$ cat src/imc_pkg.sv
/*
 holds the offsets, field positions, reset values and enumerations of the integration
 mode control block. assumes a 32-bit register bus with byte addresses.
*/
package imc_pkg;
   // register byte offsets
   localparam logic [7:0] IMC_OFF_CTRL = 8'h00;    // integration_control_reg
   localparam logic [7:0] IMC_OFF_INDEX = 8'h04;   // test_output_index_reg
   localparam logic [7:0] IMC_OFF_STATUS = 8'h08;  // ram test status
   localparam logic [7:0] IMC_OFF_RDATA = 8'h0c;   // ram read data
   localparam logic [7:0] IMC_OFF_WDATA = 8'h10;   // ram write data
   // control field positions
   localparam int IMC_BIT_INTEG = 0;
   localparam int IMC_BIT_DRIVE = 1;
   localparam int IMC_BIT_WNR = 2;
   localparam int IMC_BIT_TARGET = 3;
   localparam int IMC_ACC_LSB = 4;
   localparam int IMC_ACC_MSB = 8;
   localparam int IMC_CTRL_MSB = 8;
   // reset values
   localparam logic [8:0] IMC_CTRL_RESET = 9'h000;
   localparam logic [31:0] IMC_WORD_RESET = 32'h0000_0000;
   // translation buffer unit count and its index width
   localparam int IMC_TBU_COUNT = 8;
   localparam int IMC_TBU_BITS = $clog2(IMC_TBU_COUNT);
   // walk control unit ram codes on the low access bit(s)
   typedef enum logic [1:0] {
      IMC_RAM_IPA = 2'b00,  // intermediate_to_physical_ram
      IMC_RAM_MWC = 2'b01,  // macro_walk_cache_ram
      IMC_RAM_DFIFO = 2'b10 // descriptor_fifo_ram
   } imc_wcu_ram_t;
   // ram access sequencer states
   typedef enum logic [1:0] {
      IMC_ST_IDLE = 2'b00,
      IMC_ST_REQ = 2'b01,
      IMC_ST_DONE = 2'b10
   } imc_state_t;
endpackage

$ cat src/imc_ram_if.sv
/*
 carries one ram test access from the register block to the ram port module.
 assumes both ends share sys_clk.
*/
`timescale 1ns/1ps
interface imc_ram_if;
   logic start;         // one-cycle pulse: begin an access
   logic wnr;           // 1 write, 0 read
   logic target;        // 0 walk control unit, 1 translation buffer unit
   logic [1:0] wcu_sel; // walk control unit ram code
   logic [2:0] tbu_sel; // translation buffer unit number
   logic [31:0] index;  // ram location
   logic [31:0] wdata;  // write data
   logic done;          // one-cycle pulse: access finished
   logic [31:0] rdata;  // read data captured at done
   modport ctrl (output start, wnr, target, wcu_sel, tbu_sel, index, wdata, input done, rdata);
   modport port (input start, wnr, target, wcu_sel, tbu_sel, index, wdata, output done, rdata);
endinterface

$ cat src/imc_ram_port.sv
/*
 drives the shared ram test bus for one access and returns the result.
 assumes the ram answers with ram_ack while ram_req is held.
*/
`timescale 1ns/1ps
module imc_ram_port
   import imc_pkg::*;
(
   input wire logic sys_clk,      // clock
   input wire logic rst,          // synchronous reset
   imc_ram_if.port bus,           // request from register block
   output logic ram_req,          // ram bus request
   output logic ram_we,           // ram write enable
   output logic ram_target,       // 0 walk unit, 1 buffer unit
   output logic [2:0] ram_select, // ram or buffer unit number
   output logic [31:0] ram_addr,  // ram index
   output logic [31:0] ram_wdata, // ram write data
   input wire logic ram_ack,      // ram finished
   input wire logic [31:0] ram_rdata // ram read data
);
   typedef struct packed {
      imc_state_t st;
      logic we;
      logic target;
      logic [2:0] sel;
      logic [31:0] addr;
      logic [31:0] wdata;
      logic [31:0] rdata;
   } imc_port_t;
   imc_port_t cur, next_cur;

   // sequencer: latch request, hold bus until ack, capture read data
   always_comb begin
      next_cur = cur;
      case (cur.st)
         IMC_ST_IDLE: begin
            if (bus.start) begin
               next_cur.st = IMC_ST_REQ;
               next_cur.we = bus.wnr;
               next_cur.target = bus.target;
               next_cur.sel = bus.target ? bus.tbu_sel : {1'b0, bus.wcu_sel};
               next_cur.addr = bus.index;
               next_cur.wdata = bus.wdata;
            end
         end
         IMC_ST_REQ: begin
            if (ram_ack) begin
               next_cur.st = IMC_ST_DONE;
               if (!cur.we) begin
                  next_cur.rdata = ram_rdata;
               end
            end
         end
         default: next_cur.st = IMC_ST_IDLE;
      endcase
   end

   always_ff @(posedge sys_clk) begin
      if (rst) begin
         cur <= '0;
      end else begin
         cur <= next_cur;
      end
   end

   assign ram_req = (cur.st == IMC_ST_REQ);
   assign ram_we = cur.we;
   assign ram_target = cur.target;
   assign ram_select = cur.sel;
   assign ram_addr = cur.addr;
   assign ram_wdata = cur.wdata;
   assign bus.done = (cur.st == IMC_ST_DONE);
   assign bus.rdata = cur.rdata;
endmodule // imc_ram_port

$ cat src/imc_top.sv
/*
 integration mode control register block with ram test access, as an avalon-mm slave.
 assumes synchronous pins, one 100 mhz clock and a synchronous active-high reset.
*/
// Local design decisions: the register addresses and the Avalon-MM slave port.
`timescale 1ns/1ps
module imc_top
   import imc_pkg::*;
(
   input wire logic sys_clk,               // clock
   input wire logic rst,                   // synchronous reset, high
   input wire logic [7:0] avs_address,     // byte address
   input wire logic avs_read,              // read request
   input wire logic avs_write,             // write request
   input wire logic [31:0] avs_writedata,  // write data
   input wire logic [3:0] avs_byteenable,  // byte lanes
   input wire logic avs_secure,            // access is secure
   output logic [31:0] avs_readdata,       // read data
   output logic avs_waitrequest,           // stall
   output logic [1:0] avs_response,        // 00 ok, 10 slave error
   input wire logic integ_sec_override,    // admits non-secure access
   input wire logic [31:0] func_out,       // functional output values
   output logic [31:0] dev_out,            // device outputs
   input wire logic [31:0] dev_in,         // device inputs
   output logic [31:0] func_in,            // inputs seen by functional logic
   output logic integ_mode,                // integration mode active
   output logic ram_req,                   // ram bus request
   output logic ram_we,                    // ram write enable
   output logic ram_target,                // 0 walk unit, 1 buffer unit
   output logic [2:0] ram_select,          // ram code or unit number
   output logic [31:0] ram_addr,           // ram index
   output logic [31:0] ram_wdata,          // ram write data
   input wire logic ram_ack,               // ram finished
   input wire logic [31:0] ram_rdata       // ram read data
);
   typedef struct packed {
      logic [IMC_CTRL_MSB:0] ctrl;
      logic [31:0] index;
      logic [31:0] wdata;
      logic [31:0] rdata;
      logic [31:0] out_val;
      logic busy;
      logic ack;
      logic err;
      logic [31:0] rd;
   } imc_regs_t;
   imc_regs_t r, next_r;

   imc_ram_if rif ();
   logic req;
   logic allowed;
   logic [31:0] wmask;
   logic [31:0] ctrl_word;
   logic start;

   imc_ram_port u_port (
      .sys_clk(sys_clk),
      .rst(rst),
      .bus(rif),
      .ram_req(ram_req),
      .ram_we(ram_we),
      .ram_target(ram_target),
      .ram_select(ram_select),
      .ram_addr(ram_addr),
      .ram_wdata(ram_wdata),
      .ram_ack(ram_ack),
      .ram_rdata(ram_rdata)
   );

   // access filter and byte-lane mask
   assign req = (avs_read || avs_write) && !r.ack;
   assign allowed = avs_secure || integ_sec_override;
   assign ctrl_word = {23'h000000, r.ctrl};
   always_comb begin
      for (int i = 0; i < 4; i++) begin
         wmask[i*8 +: 8] = {8{avs_byteenable[i]}};
      end
   end

   // a ram access starts when drive is set, in integration mode, no access is busy, and the index is written by an admitted access
   assign start = req && avs_write && allowed && (avs_address == IMC_OFF_INDEX) && !r.busy
      && r.ctrl[IMC_BIT_INTEG] && r.ctrl[IMC_BIT_DRIVE];

   assign rif.start = start;
   assign rif.wnr = r.ctrl[IMC_BIT_WNR];
   assign rif.target = r.ctrl[IMC_BIT_TARGET];
   assign rif.wcu_sel = {1'b0, r.ctrl[IMC_ACC_LSB]};
   assign rif.tbu_sel = r.ctrl[IMC_ACC_LSB +: IMC_TBU_BITS];
   assign rif.index = (avs_writedata & wmask) | (r.index & ~wmask);
   assign rif.wdata = r.wdata;

   // register file: one-cycle answer via ack, refused accesses answer with error
   always_comb begin
      next_r = r;
      next_r.ack = 1'b0;
      next_r.err = 1'b0;
      next_r.rd = IMC_WORD_RESET;
      if (rif.done) begin
         next_r.busy = 1'b0;
         next_r.rdata = rif.rdata;
      end
      if (start) begin
         next_r.busy = 1'b1;
      end
      if (req) begin
         next_r.ack = 1'b1;
         if (!allowed) begin
            next_r.err = 1'b1;
         end else if (avs_address == IMC_OFF_CTRL) begin
            next_r.rd = ctrl_word;
            if (avs_write) begin
               // software keeps writes to the disabled state; no check here
               next_r.ctrl = (avs_writedata[IMC_CTRL_MSB:0] & wmask[IMC_CTRL_MSB:0])
                  | (r.ctrl & ~wmask[IMC_CTRL_MSB:0]);
            end
         end else if (avs_address == IMC_OFF_INDEX) begin
            next_r.rd = r.index;
            if (avs_write) begin
               next_r.index = rif.index;
            end
         end else if (avs_address == IMC_OFF_STATUS) begin
            next_r.rd = {31'h00000000, r.busy};
         end else if (avs_address == IMC_OFF_RDATA) begin
            next_r.rd = r.rdata;
            if (avs_write) begin
               // direct output value only from admitted accesses
               next_r.out_val = (avs_writedata & wmask) | (r.out_val & ~wmask);
            end
         end else if (avs_address == IMC_OFF_WDATA) begin
            next_r.rd = r.wdata;
            if (avs_write) begin
               next_r.wdata = (avs_writedata & wmask) | (r.wdata & ~wmask);
            end
         end else begin
            next_r.err = 1'b1; // unmapped
         end
      end
   end

   // state register
   always_ff @(posedge sys_clk) begin
      if (rst) begin
         r <= '0;
      end else begin
         r <= next_r;
      end
   end

   // bus answers
   assign avs_waitrequest = (avs_read || avs_write) && !r.ack;
   assign avs_readdata = r.rd;
   assign avs_response = r.err ? 2'b10 : 2'b00;

   // pin steering in integration mode; rdata offset doubles as direct output value on write
   assign integ_mode = r.ctrl[IMC_BIT_INTEG];
   assign dev_out = integ_mode ? r.out_val : func_out;
   assign func_in = integ_mode ? IMC_WORD_RESET : dev_in;

   // checks
   a_reset_ctrl: assert property (@(posedge sys_clk) rst |=> (r.ctrl == IMC_CTRL_RESET))
      else $error("control not cleared by reset");
   a_nonsec_refused: assert property (@(posedge sys_clk) disable iff (rst)
      req && !avs_secure && !integ_sec_override |=> avs_response == 2'b10 && $stable(r.ctrl))
      else $error("non-secure access not refused");
   a_pins_steered: assert property (@(posedge sys_clk) disable iff (rst)
      integ_mode |-> dev_out == r.out_val)
      else $error("outputs not under register control");
   a_no_drive: assert property (@(posedge sys_clk) disable iff (rst)
      !r.ctrl[IMC_BIT_DRIVE] && !r.busy |-> !start)
      else $error("ram access without drive");
   a_dir_write: assert property (@(posedge sys_clk) disable iff (rst)
      start |=> ram_req && ram_we == $past(r.ctrl[IMC_BIT_WNR]))
      else $error("ram direction wrong");
   a_target_sel: assert property (@(posedge sys_clk) disable iff (rst)
      start |=> ram_target == $past(r.ctrl[IMC_BIT_TARGET]))
      else $error("ram target wrong");
   a_wcu_code: assert property (@(posedge sys_clk) disable iff (rst)
      start && !r.ctrl[IMC_BIT_TARGET] |=> ram_select[2:1] == 2'b00)
      else $error("walk unit code uses ignored bits");
   a_reserved_zero: assert property (@(posedge sys_clk) disable iff (rst)
      r.ack && !r.err && $past(avs_address) == IMC_OFF_CTRL |-> avs_readdata[31:9] == 23'h000000)
      else $error("reserved bits not zero");
endmodule // imc_top

$ cat config.mk
export PLATFORM = sky130hd
export DESIGN_NAME = imc_top
export DESIGN_NICKNAME = d
export VERILOG_FILES = /design/src/imc_pkg.sv /design/src/imc_ram_if.sv /design/src/imc_ram_port.sv /design/src/imc_top.sv
export SDC_FILE = /design/constraint.sdc
export NUM_CORES = 1
export LEC_CHECK = 0
export ABC_AREA = 1
export BUFFER_PORTS_ARGS = -buffer_cell sky130_fd_sc_hd__buf_2
export CORE_MARGIN = 5
export CORE_UTILIZATION = 54
export DETAILED_ROUTE_END_ITERATION = 16
export PLACE_DENSITY = 0.84
export SLEW_MARGIN = 20
export SYNTH_ARGS = -nofsm -noshare
export SYNTH_HDL_FRONTEND = slang
export SYNTH_SLANG_ARGS = --single-unit
$ cat constraint.sdc
create_clock -name sys_clk -period 1.6 [get_ports sys_clk]
set_input_delay 0.32 -clock sys_clk [delete_from_list [all_inputs] [get_ports sys_clk]]
set_output_delay 0.32 -clock sys_clk [all_outputs]
set_load 0.01 [all_outputs]
# == Word level (Yosys, flattened, before mapping) ==
# Cells that the tools add are included.
# totals
reg_bits,275
latchBits,0
ram_bits,0
mem_bits_ro,0
inputBits,147
out_inout_bits,170
word_cells,90
memories,0
# classes
add_sub_neg,0
multipliers,0
n_div,0
order_cmp,0
n_eq_ne,8
shift,0
mux,22
n_bitwise,19
reduce_logical,24
# op_table
operator,n
2-to-1 mux 32 bit,8
AND 32 bit,4
bitwise OR 32 bit,3
2-to-1 mux 71 bit,1
2-to-1 mux 34 bit,1
inverter 32 bit,1
AND 9 bit,2
"equality test 8 x 4 -> 1 bit, second input constant",2
inverter 9 bit,1
bitwise OR 9 bit,1
"equality test 8 x 3 -> 1 bit, second input constant",1
"equality test 8 x 5 -> 1 bit, second input constant",1
zero test 8 bit,1
2-to-1 mux 1 bit,8
AND reduction 8 bit,1
logical AND 1 bit,7
inverter 1 bit,7
AND reduction 7 bit,1
AND reduction 5 bit,1
2-to-1 mux 2 bit,2
case mux 2 bit (2 select lines),1
AND reduction 2 bit,2
AND reduction 4 bit,1
OR reduction 4 bit,1
12 further kinds,14

# == Logic depth before layout (Yosys ltp) ==
# Gate-level depths: netlist of the first run.
# logic_depth
ltp_word,10
mapped_depth,10
ltp_nobuf,9

# == Cells and area by module ==
# A second synthesis of the first run with hierarchy kept.
# hier_totals
cells_unflattened,1942
area_unflattened_um2,13207.7
# by_module_without_submodules
mod,n_inst,cells_each,area_per_inst_um2
imc_top,1,1314,8565.7
imc_ram_port,1,628,4642.0

# == Least setup slack after synthesis of the first run ==
# No wires, ideal clock.
# synth_path
path_type,register -> output
start,register (tool-made name)
end,output dev_out[30]
arrival_time_ns,1.255
slack_ns,0.025
path_stages_with_launch,7
n_path_buf,3
cell_sequence,dfxtp_1 > buf_2 > inv_1 > clkbuf_1 > clkbuf_1 > nand2_1 > o21ai_0
# synth_lines
element,line,text
"end, declared",imc_top.sv:23,"output logic [31:0] dev_out,"

==> results of run 1 <==
where the power goes:
group / switching [W] / internal, W / total, W
logic: 0.000562 / 0.000378 / 0.000940
clock network: 0.00275 / 0.00444 / 0.00719
registers: 0.00000342 / 0.00685 / 0.00685
cells by family (layout without fill, tap and decap cells):
group                  Yosys count  in the layout  share of synthesized area
AND/OR/NAND/NOR                718            718                      0.233
buffers and inverters          436            677                      0.171
AO/OA/AOI/OAI                  375            375                      0.158
flip-flops                     275            275                      0.438
other                            1              5                   0.000298
cells in the mapped netlist, drive strengths merged:
| master | count | area [um^2] |
|---|---|---|
| o211ai | 1 | 7.51 |
| nand3 | 44 | 320 |
| o21ai | 255 | 1280 |
| nand2 | 321 | 1220 |
| clkbuf | 57 | 214 |
| a21boi | 1 | 7.51 |
| buf | 140 | 1030 |
| a31oi | 3 | 18.8 |
| nand4 | 2 | 12.5 |
| nor4 | 1 | 6.26 |
| conb | 1 | 3.75 |
| a21oi | 115 | 673 |
| clkinv | 1 | 3.75 |
| inv | 238 | 903 |
| nor2 | 350 | 1370 |
| dfxtp | 275 | 5510 |
worst min-delay path by stage:
stage / to / slack, ns / depth (start not counted)
CTS: u_port.bus.rdata[16] / 0.002 / 3
floorplan: flip-flop / 0.42 / 2
global route: u_port.bus.rdata[3] / 0.03 / 3
global placement: u_port.ram_addr[16] / 0.43 / 2
detailed placement: u_port.ram_addr[29] / 0.43 / 2
finish: u_port.bus.rdata[16] / 0.02 / 3
worst max-delay path: cells and delay by family (launching register included):
kind                   cells  cell delay, ns
AO/OA/AOI/OAI              1            0.08
AND/OR/NAND/NOR            1            0.13
flip-flops                 1            0.41
buffers and inverters      3            0.42
metrics by stage:
step / cells / setup WS (ns) / utilization / instance area (um^2) / power (W)
finish: 2363 / -0.323 / 0.676 / 15400 / 0.0150
global route: 2363 / -0.354 / 0.676 / 15400 / 0.0154
CTS: 2351 / -0.222 / 0.665 / 15200 / 0.0150
detailed placement: 2293 / -0.167 / 0.611 / 13900 / 0.00789
global placement: 2293 / -0.117 / 0.611 / 13900 / 0.00788
floorplan: 1805 / 0.0251 / - / 12600 / 0.00743
area by class of cell:
cell class | count | area, um^2 | share of cell area
Antenna cell | 4 | 10.0 | 0.000650
Clock buffer | 41 | 840 | 0.0545
Clock inverter | 10 | 195 | 0.0127
Inverter | 239 | 931 | 0.0604
Multi-Input combinational cell | 1094 | 5020 | 0.326
Sequential cell | 275 | 5510 | 0.358
Tap cell | 313 | 392 | 0.0254
Timing Repair Buffer | 387 | 2500 | 0.162
layer usage:
metal | routed length, um | track usage
met5 | 0 | 0
met3 | 3640 | 0.0511
met1 | 15300 | 0.337
met4 | 1420 | 0.0907
met2 | 18500 | 0.468
repair_timing:
action,in CTS,in global routing
endpoints found under the setup margin,67,95
setup buffers,3,3
hold buffers,1,0
resized for setup,57,33
cloned,3,5
pin swaps,0,2
hold endpoints to repair,1,0
==> metrics.csv, run 1 <==
stage,metric,value,unit
outcome,outcome,finished with violations,
floorplan,die_w,163,um
global_routing,grt_pass1_wl,58200,um
power,max-vdd-ir-drop,0.000643,V
critical_path,worstPathRequired,1.28,ns
cts,cts_tree,done,
floorplan,start_util,0.552,
critical_path,worstPathArrival,1.60,ns
cts,cts_sinks,275,
sta,tightest_slew,0.492,ns
cts,numCtsBuffers,28,
sta,setup_violations,67,
critical_path,worstReg2RegEnd,u_port.ram_select[0],
global_routing,grt_max_degree,45,
finish,areaGrowthSynthToFinish,22.6,%
detailed_routing,drtAntennaViolNets,0,
detailed_routing,drt_first_iter_violations,1051,
finish,drive_above_1_share,0.259,
global_routing,grt_usage,0.270,
synth,ys_types,31,
placed_design,place.gp.congestion,0.899,
cts,clock_latency,0.55,ns
synth,yosys_warnings,0,
detailed_routing,firstDrtPassIters,5,
finish,nNetsFinal,2172,
sta,timing.final.crit_share,1.20,
detailed_routing,drc,0,
finish,fill_cells,1873,
synth,syn_area,12600,um^2
detailed_routing,wirelength,38900,um
cts,cts_buffer_depth,3,
detailed_routing,routedWlPerCell,16.4,um
critical_path,endpoint_kind,output port,
sta,fin_crit,1.92,ns
sta,fmax,520,MHz
detailed_routing,vias,12100,
placed_design,place_hpwl,27600,um
sta,whs,0.0200,ns
floorplan,die_y,163,um
sta,tns,-11.97,ns
sta,rsz0062_at_grt,yes,
critical_path,ff2ff_path_depth,9,
global_routing,first_global_vias,11200,
finish,final_common_cell,nor2_1,
finish,layout_common_cells,"nor2_1 (331), buf_2 (312), nand2_1 (306)",
synth,netlist_instances,1805,
synth,synth.avg_cell_area,6.96,um^2
detailed_routing,viasPerCell,5.12,
outcome,violations,negative setup slack,
power,leakage,7.50,nW
critical_path,path_class,reg -> out,
floorplan,rows,55,
run,cap_viol_max_count,0,
global_routing,grt-ovfl-total,0,
synth,synth-seq-cells,275,
critical_path,cpPeakStageDelay,0.41,ns
synth,synth_nets,1952,
sta,hold_violations,0,
critical_path,cpMaxStageDelayCell,dfxtp_4,
power,p_per_area,973,nW/um^2
floorplan,core_area,22800,um^2
critical_path,cp_max_fo,15,
floorplan,dieArea,26400,um^2
sta,slew_viol_final,0,
sta,relSlewSlack,0.668,
global_routing,antenna_found_initial,4,
hold_path,min_path_type,in -> reg,
critical_path,r2r_slack,-0.08,ns
sta,setup_ws,-0.323,ns
cts,htreeDepth,1,
cts,cts-root-buf,clkbuf_16,
critical_path,cp_cell_sequence,clkinv_8 -> buf_12 -> nand2_1 -> o21ai_2 -> buf_2,
critical_path,critPathLaunchType,flip-flop,
critical_path,crit_end,dev_out[29],
hold_path,min_from,ram_rdata[16],
cts,cts.clk_slew.worst_paths,0.06,ns
floorplan,io_pins,317,
placed_design,portBuffers,315,
sta,finClkSkew,0.0224,ns
synth,yosysSeqAreaShare,0.438,
Power figures use the tool's default switching activity.
==> run 2: changes to the inputs <==
CORE_ASPECT_RATIO = 0.9   (was default)
RECOVER_POWER = 100   (was default)
==> metrics.csv, run 2 (synthesis results as in run 1) <==
stage,metric,value,unit
outcome,outcome,finished with violations,
outcome,violations,negative setup slack,
critical_path,worstReg2RegEnd,u_port.ram_wdata[25],
detailed_routing,drc,0,
cts,numCtsBuffers,28,
sta,relSlewSlack,0.614,
global_routing,first_global_vias,10800,
floorplan,dieArea,26400,um^2
power,leakage,7.24,nW
finish,fin_cells,2376,
finish,final_common_cell,nor2_1,
global_routing,grt_usage,0.259,
cts,cts_buffer_depth,3,
placed_design,place_hpwl,26700,um
floorplan,die_y,155,um
global_routing,antenna_found_initial,6,
sta,tns,-15.79,ns
floorplan,io_pins,317,
power,p_per_area,921,nW/um^2
sta,hold_violations,0,
sta,finClkSkew,0.0110,ns
floorplan,die_w,171,um
detailed_routing,firstDrtPassIters,6,
detailed_routing,drt_first_iter_violations,1106,
power,max-vdd-ir-drop,0.000712,V
finish,areaGrowthSynthToFinish,24.0,%
finish,fill_cells,1975,
floorplan,core_area,23100,um^2
detailed_routing,routedWlPerCell,16.1,um
hold_path,min_from,ram_rdata[4],
placed_design,dp_cells,2299,
floorplan,start_util,0.543,
global_routing,grt-ovfl-total,0,
critical_path,worstPathRequired,1.28,ns
detailed_routing,drtAntennaViolNets,0,
critical_path,ff2ff_path_depth,11,
cts,clock_latency,0.54,ns
critical_path,endpoint_kind,output port,
sta,slew_viol_final,0,
critical_path,worstPathArrival,1.50,ns
sta,fin_crit,1.82,ns
cts,htreeDepth,1,
cts,cts_tree,done,
power,power,0.0144,W
critical_path,path_class,reg -> out,
sta,fmax,550,MHz
critical_path,r2r_slack,-0.17,ns
placed_design,place.gp.congestion,0.895,
detailed_routing,vias,12000,
detailed_routing,viasPerCell,5.04,
detailed_routing,wirelength,38400,um
cts,cts_sinks,275,
run,cap_viol_max_count,0,
floorplan,rows,53,
cts,cts.clk_slew.worst_paths,0.06,ns
sta,setup_ws,-0.219,ns
sta,whs,0.0244,ns
hold_path,hold_path_end,u_port.bus.rdata[4],
sta,timing.final.crit_share,1.14,
hold_path,hold_depth,3,
finish,layout_common_cells,"nor2_1 (334), nand2_1 (306), dfxtp_1 (274)",
finish,nNetsFinal,2197,
cts,cts-root-buf,clkbuf_16,
hold_path,min_path_type,in -> reg,
sta,tightest_slew,0.573,ns
global_routing,grt_max_degree,63,
sta,setup_violations,122,
finish,drive_above_1_share,0.243,
global_routing,grt_pass1_wl,55600,um
sta,rsz0062_at_grt,yes,
critical_path,cp_max_fo,15,
placed_design,portBuffers,315,
critical_path,critPathLaunchType,flip-flop,
cts,cts_hold_buf,0,
run 2: changes by cell type in the layout (fill, tap and decap cells not counted), sizes merged, moves of 4 or more:
cell    delta
buf       -60
bufinv     -4
clkbuf    +79
clkinv     +4
nand3      +5
run 2: area by class of cell:
class	instances	area, um^2	area share
diodes	3	7.51	0.000482
clock buffers	39	833	0.0535
clock inverters	12	95.1	0.00610
inverters	239	932	0.0598
multi-input cells	1099	5220	0.335
flip-flops and latches	275	5510	0.353
well taps	302	378	0.0242
repair buffers	407	2610	0.168
run 2: critical path, cell delays in order, from the launching register on:
cell	delay (ns)
dfxtp_4	0.38
inv_8	0.11
buf_12	0.15
nand2_1	0.08
o21ai_2	0.07
buf_2	0.15
run 2: per-layer routing:
layer / share of wire / GRT usage
met1: 0.42 / 0.357
met2: 0.45 / 0.411
met3: 0.096 / 0.0529
met4: 0.028 / 0.0781
met5: 0.0011 / 0
run 2: worst max-delay path by stage:
stage	startpoint	to	slack, ns
3_3_place_gp	avs_address[4]	avs_readdata[1]	-0.12
5_1_grt	flip-flop	dev_out[29]	-0.26
2_1_floorplan	flip-flop	dev_out[30]	0.03
6_report	flip-flop	dev_out[29]	-0.22
3_5_place_dp	avs_address[7]	r[131]	-0.16
4_1_cts	flip-flop	func_in[2]	-0.20
run 2: report_power, final:
group          switching (W)  internal (W)
registers         0.00000295       0.00685
logic               0.000582      0.000385
clock network        0.00275       0.00379
run 2: repair_timing:
action                                  in CTS  in global routing
pin swaps                                    4                  3
endpoints found under the hold margin        0                  0
gates resized for setup                     53                 93
cloned                                       0                 10
buffers inserted                             2                 11
endpoints found under the setup margin      67                125
run 2: per-stage QoR:
stage	util	setup slack, ns	cell area [um^2]
CTS	0.653	-0.203	15100
floorplan	-	0.0251	12600
detailed placement	0.608	-0.161	14100
finish	0.673	-0.219	15600
global placement	0.608	-0.120	14100
global route	0.673	-0.262	15600
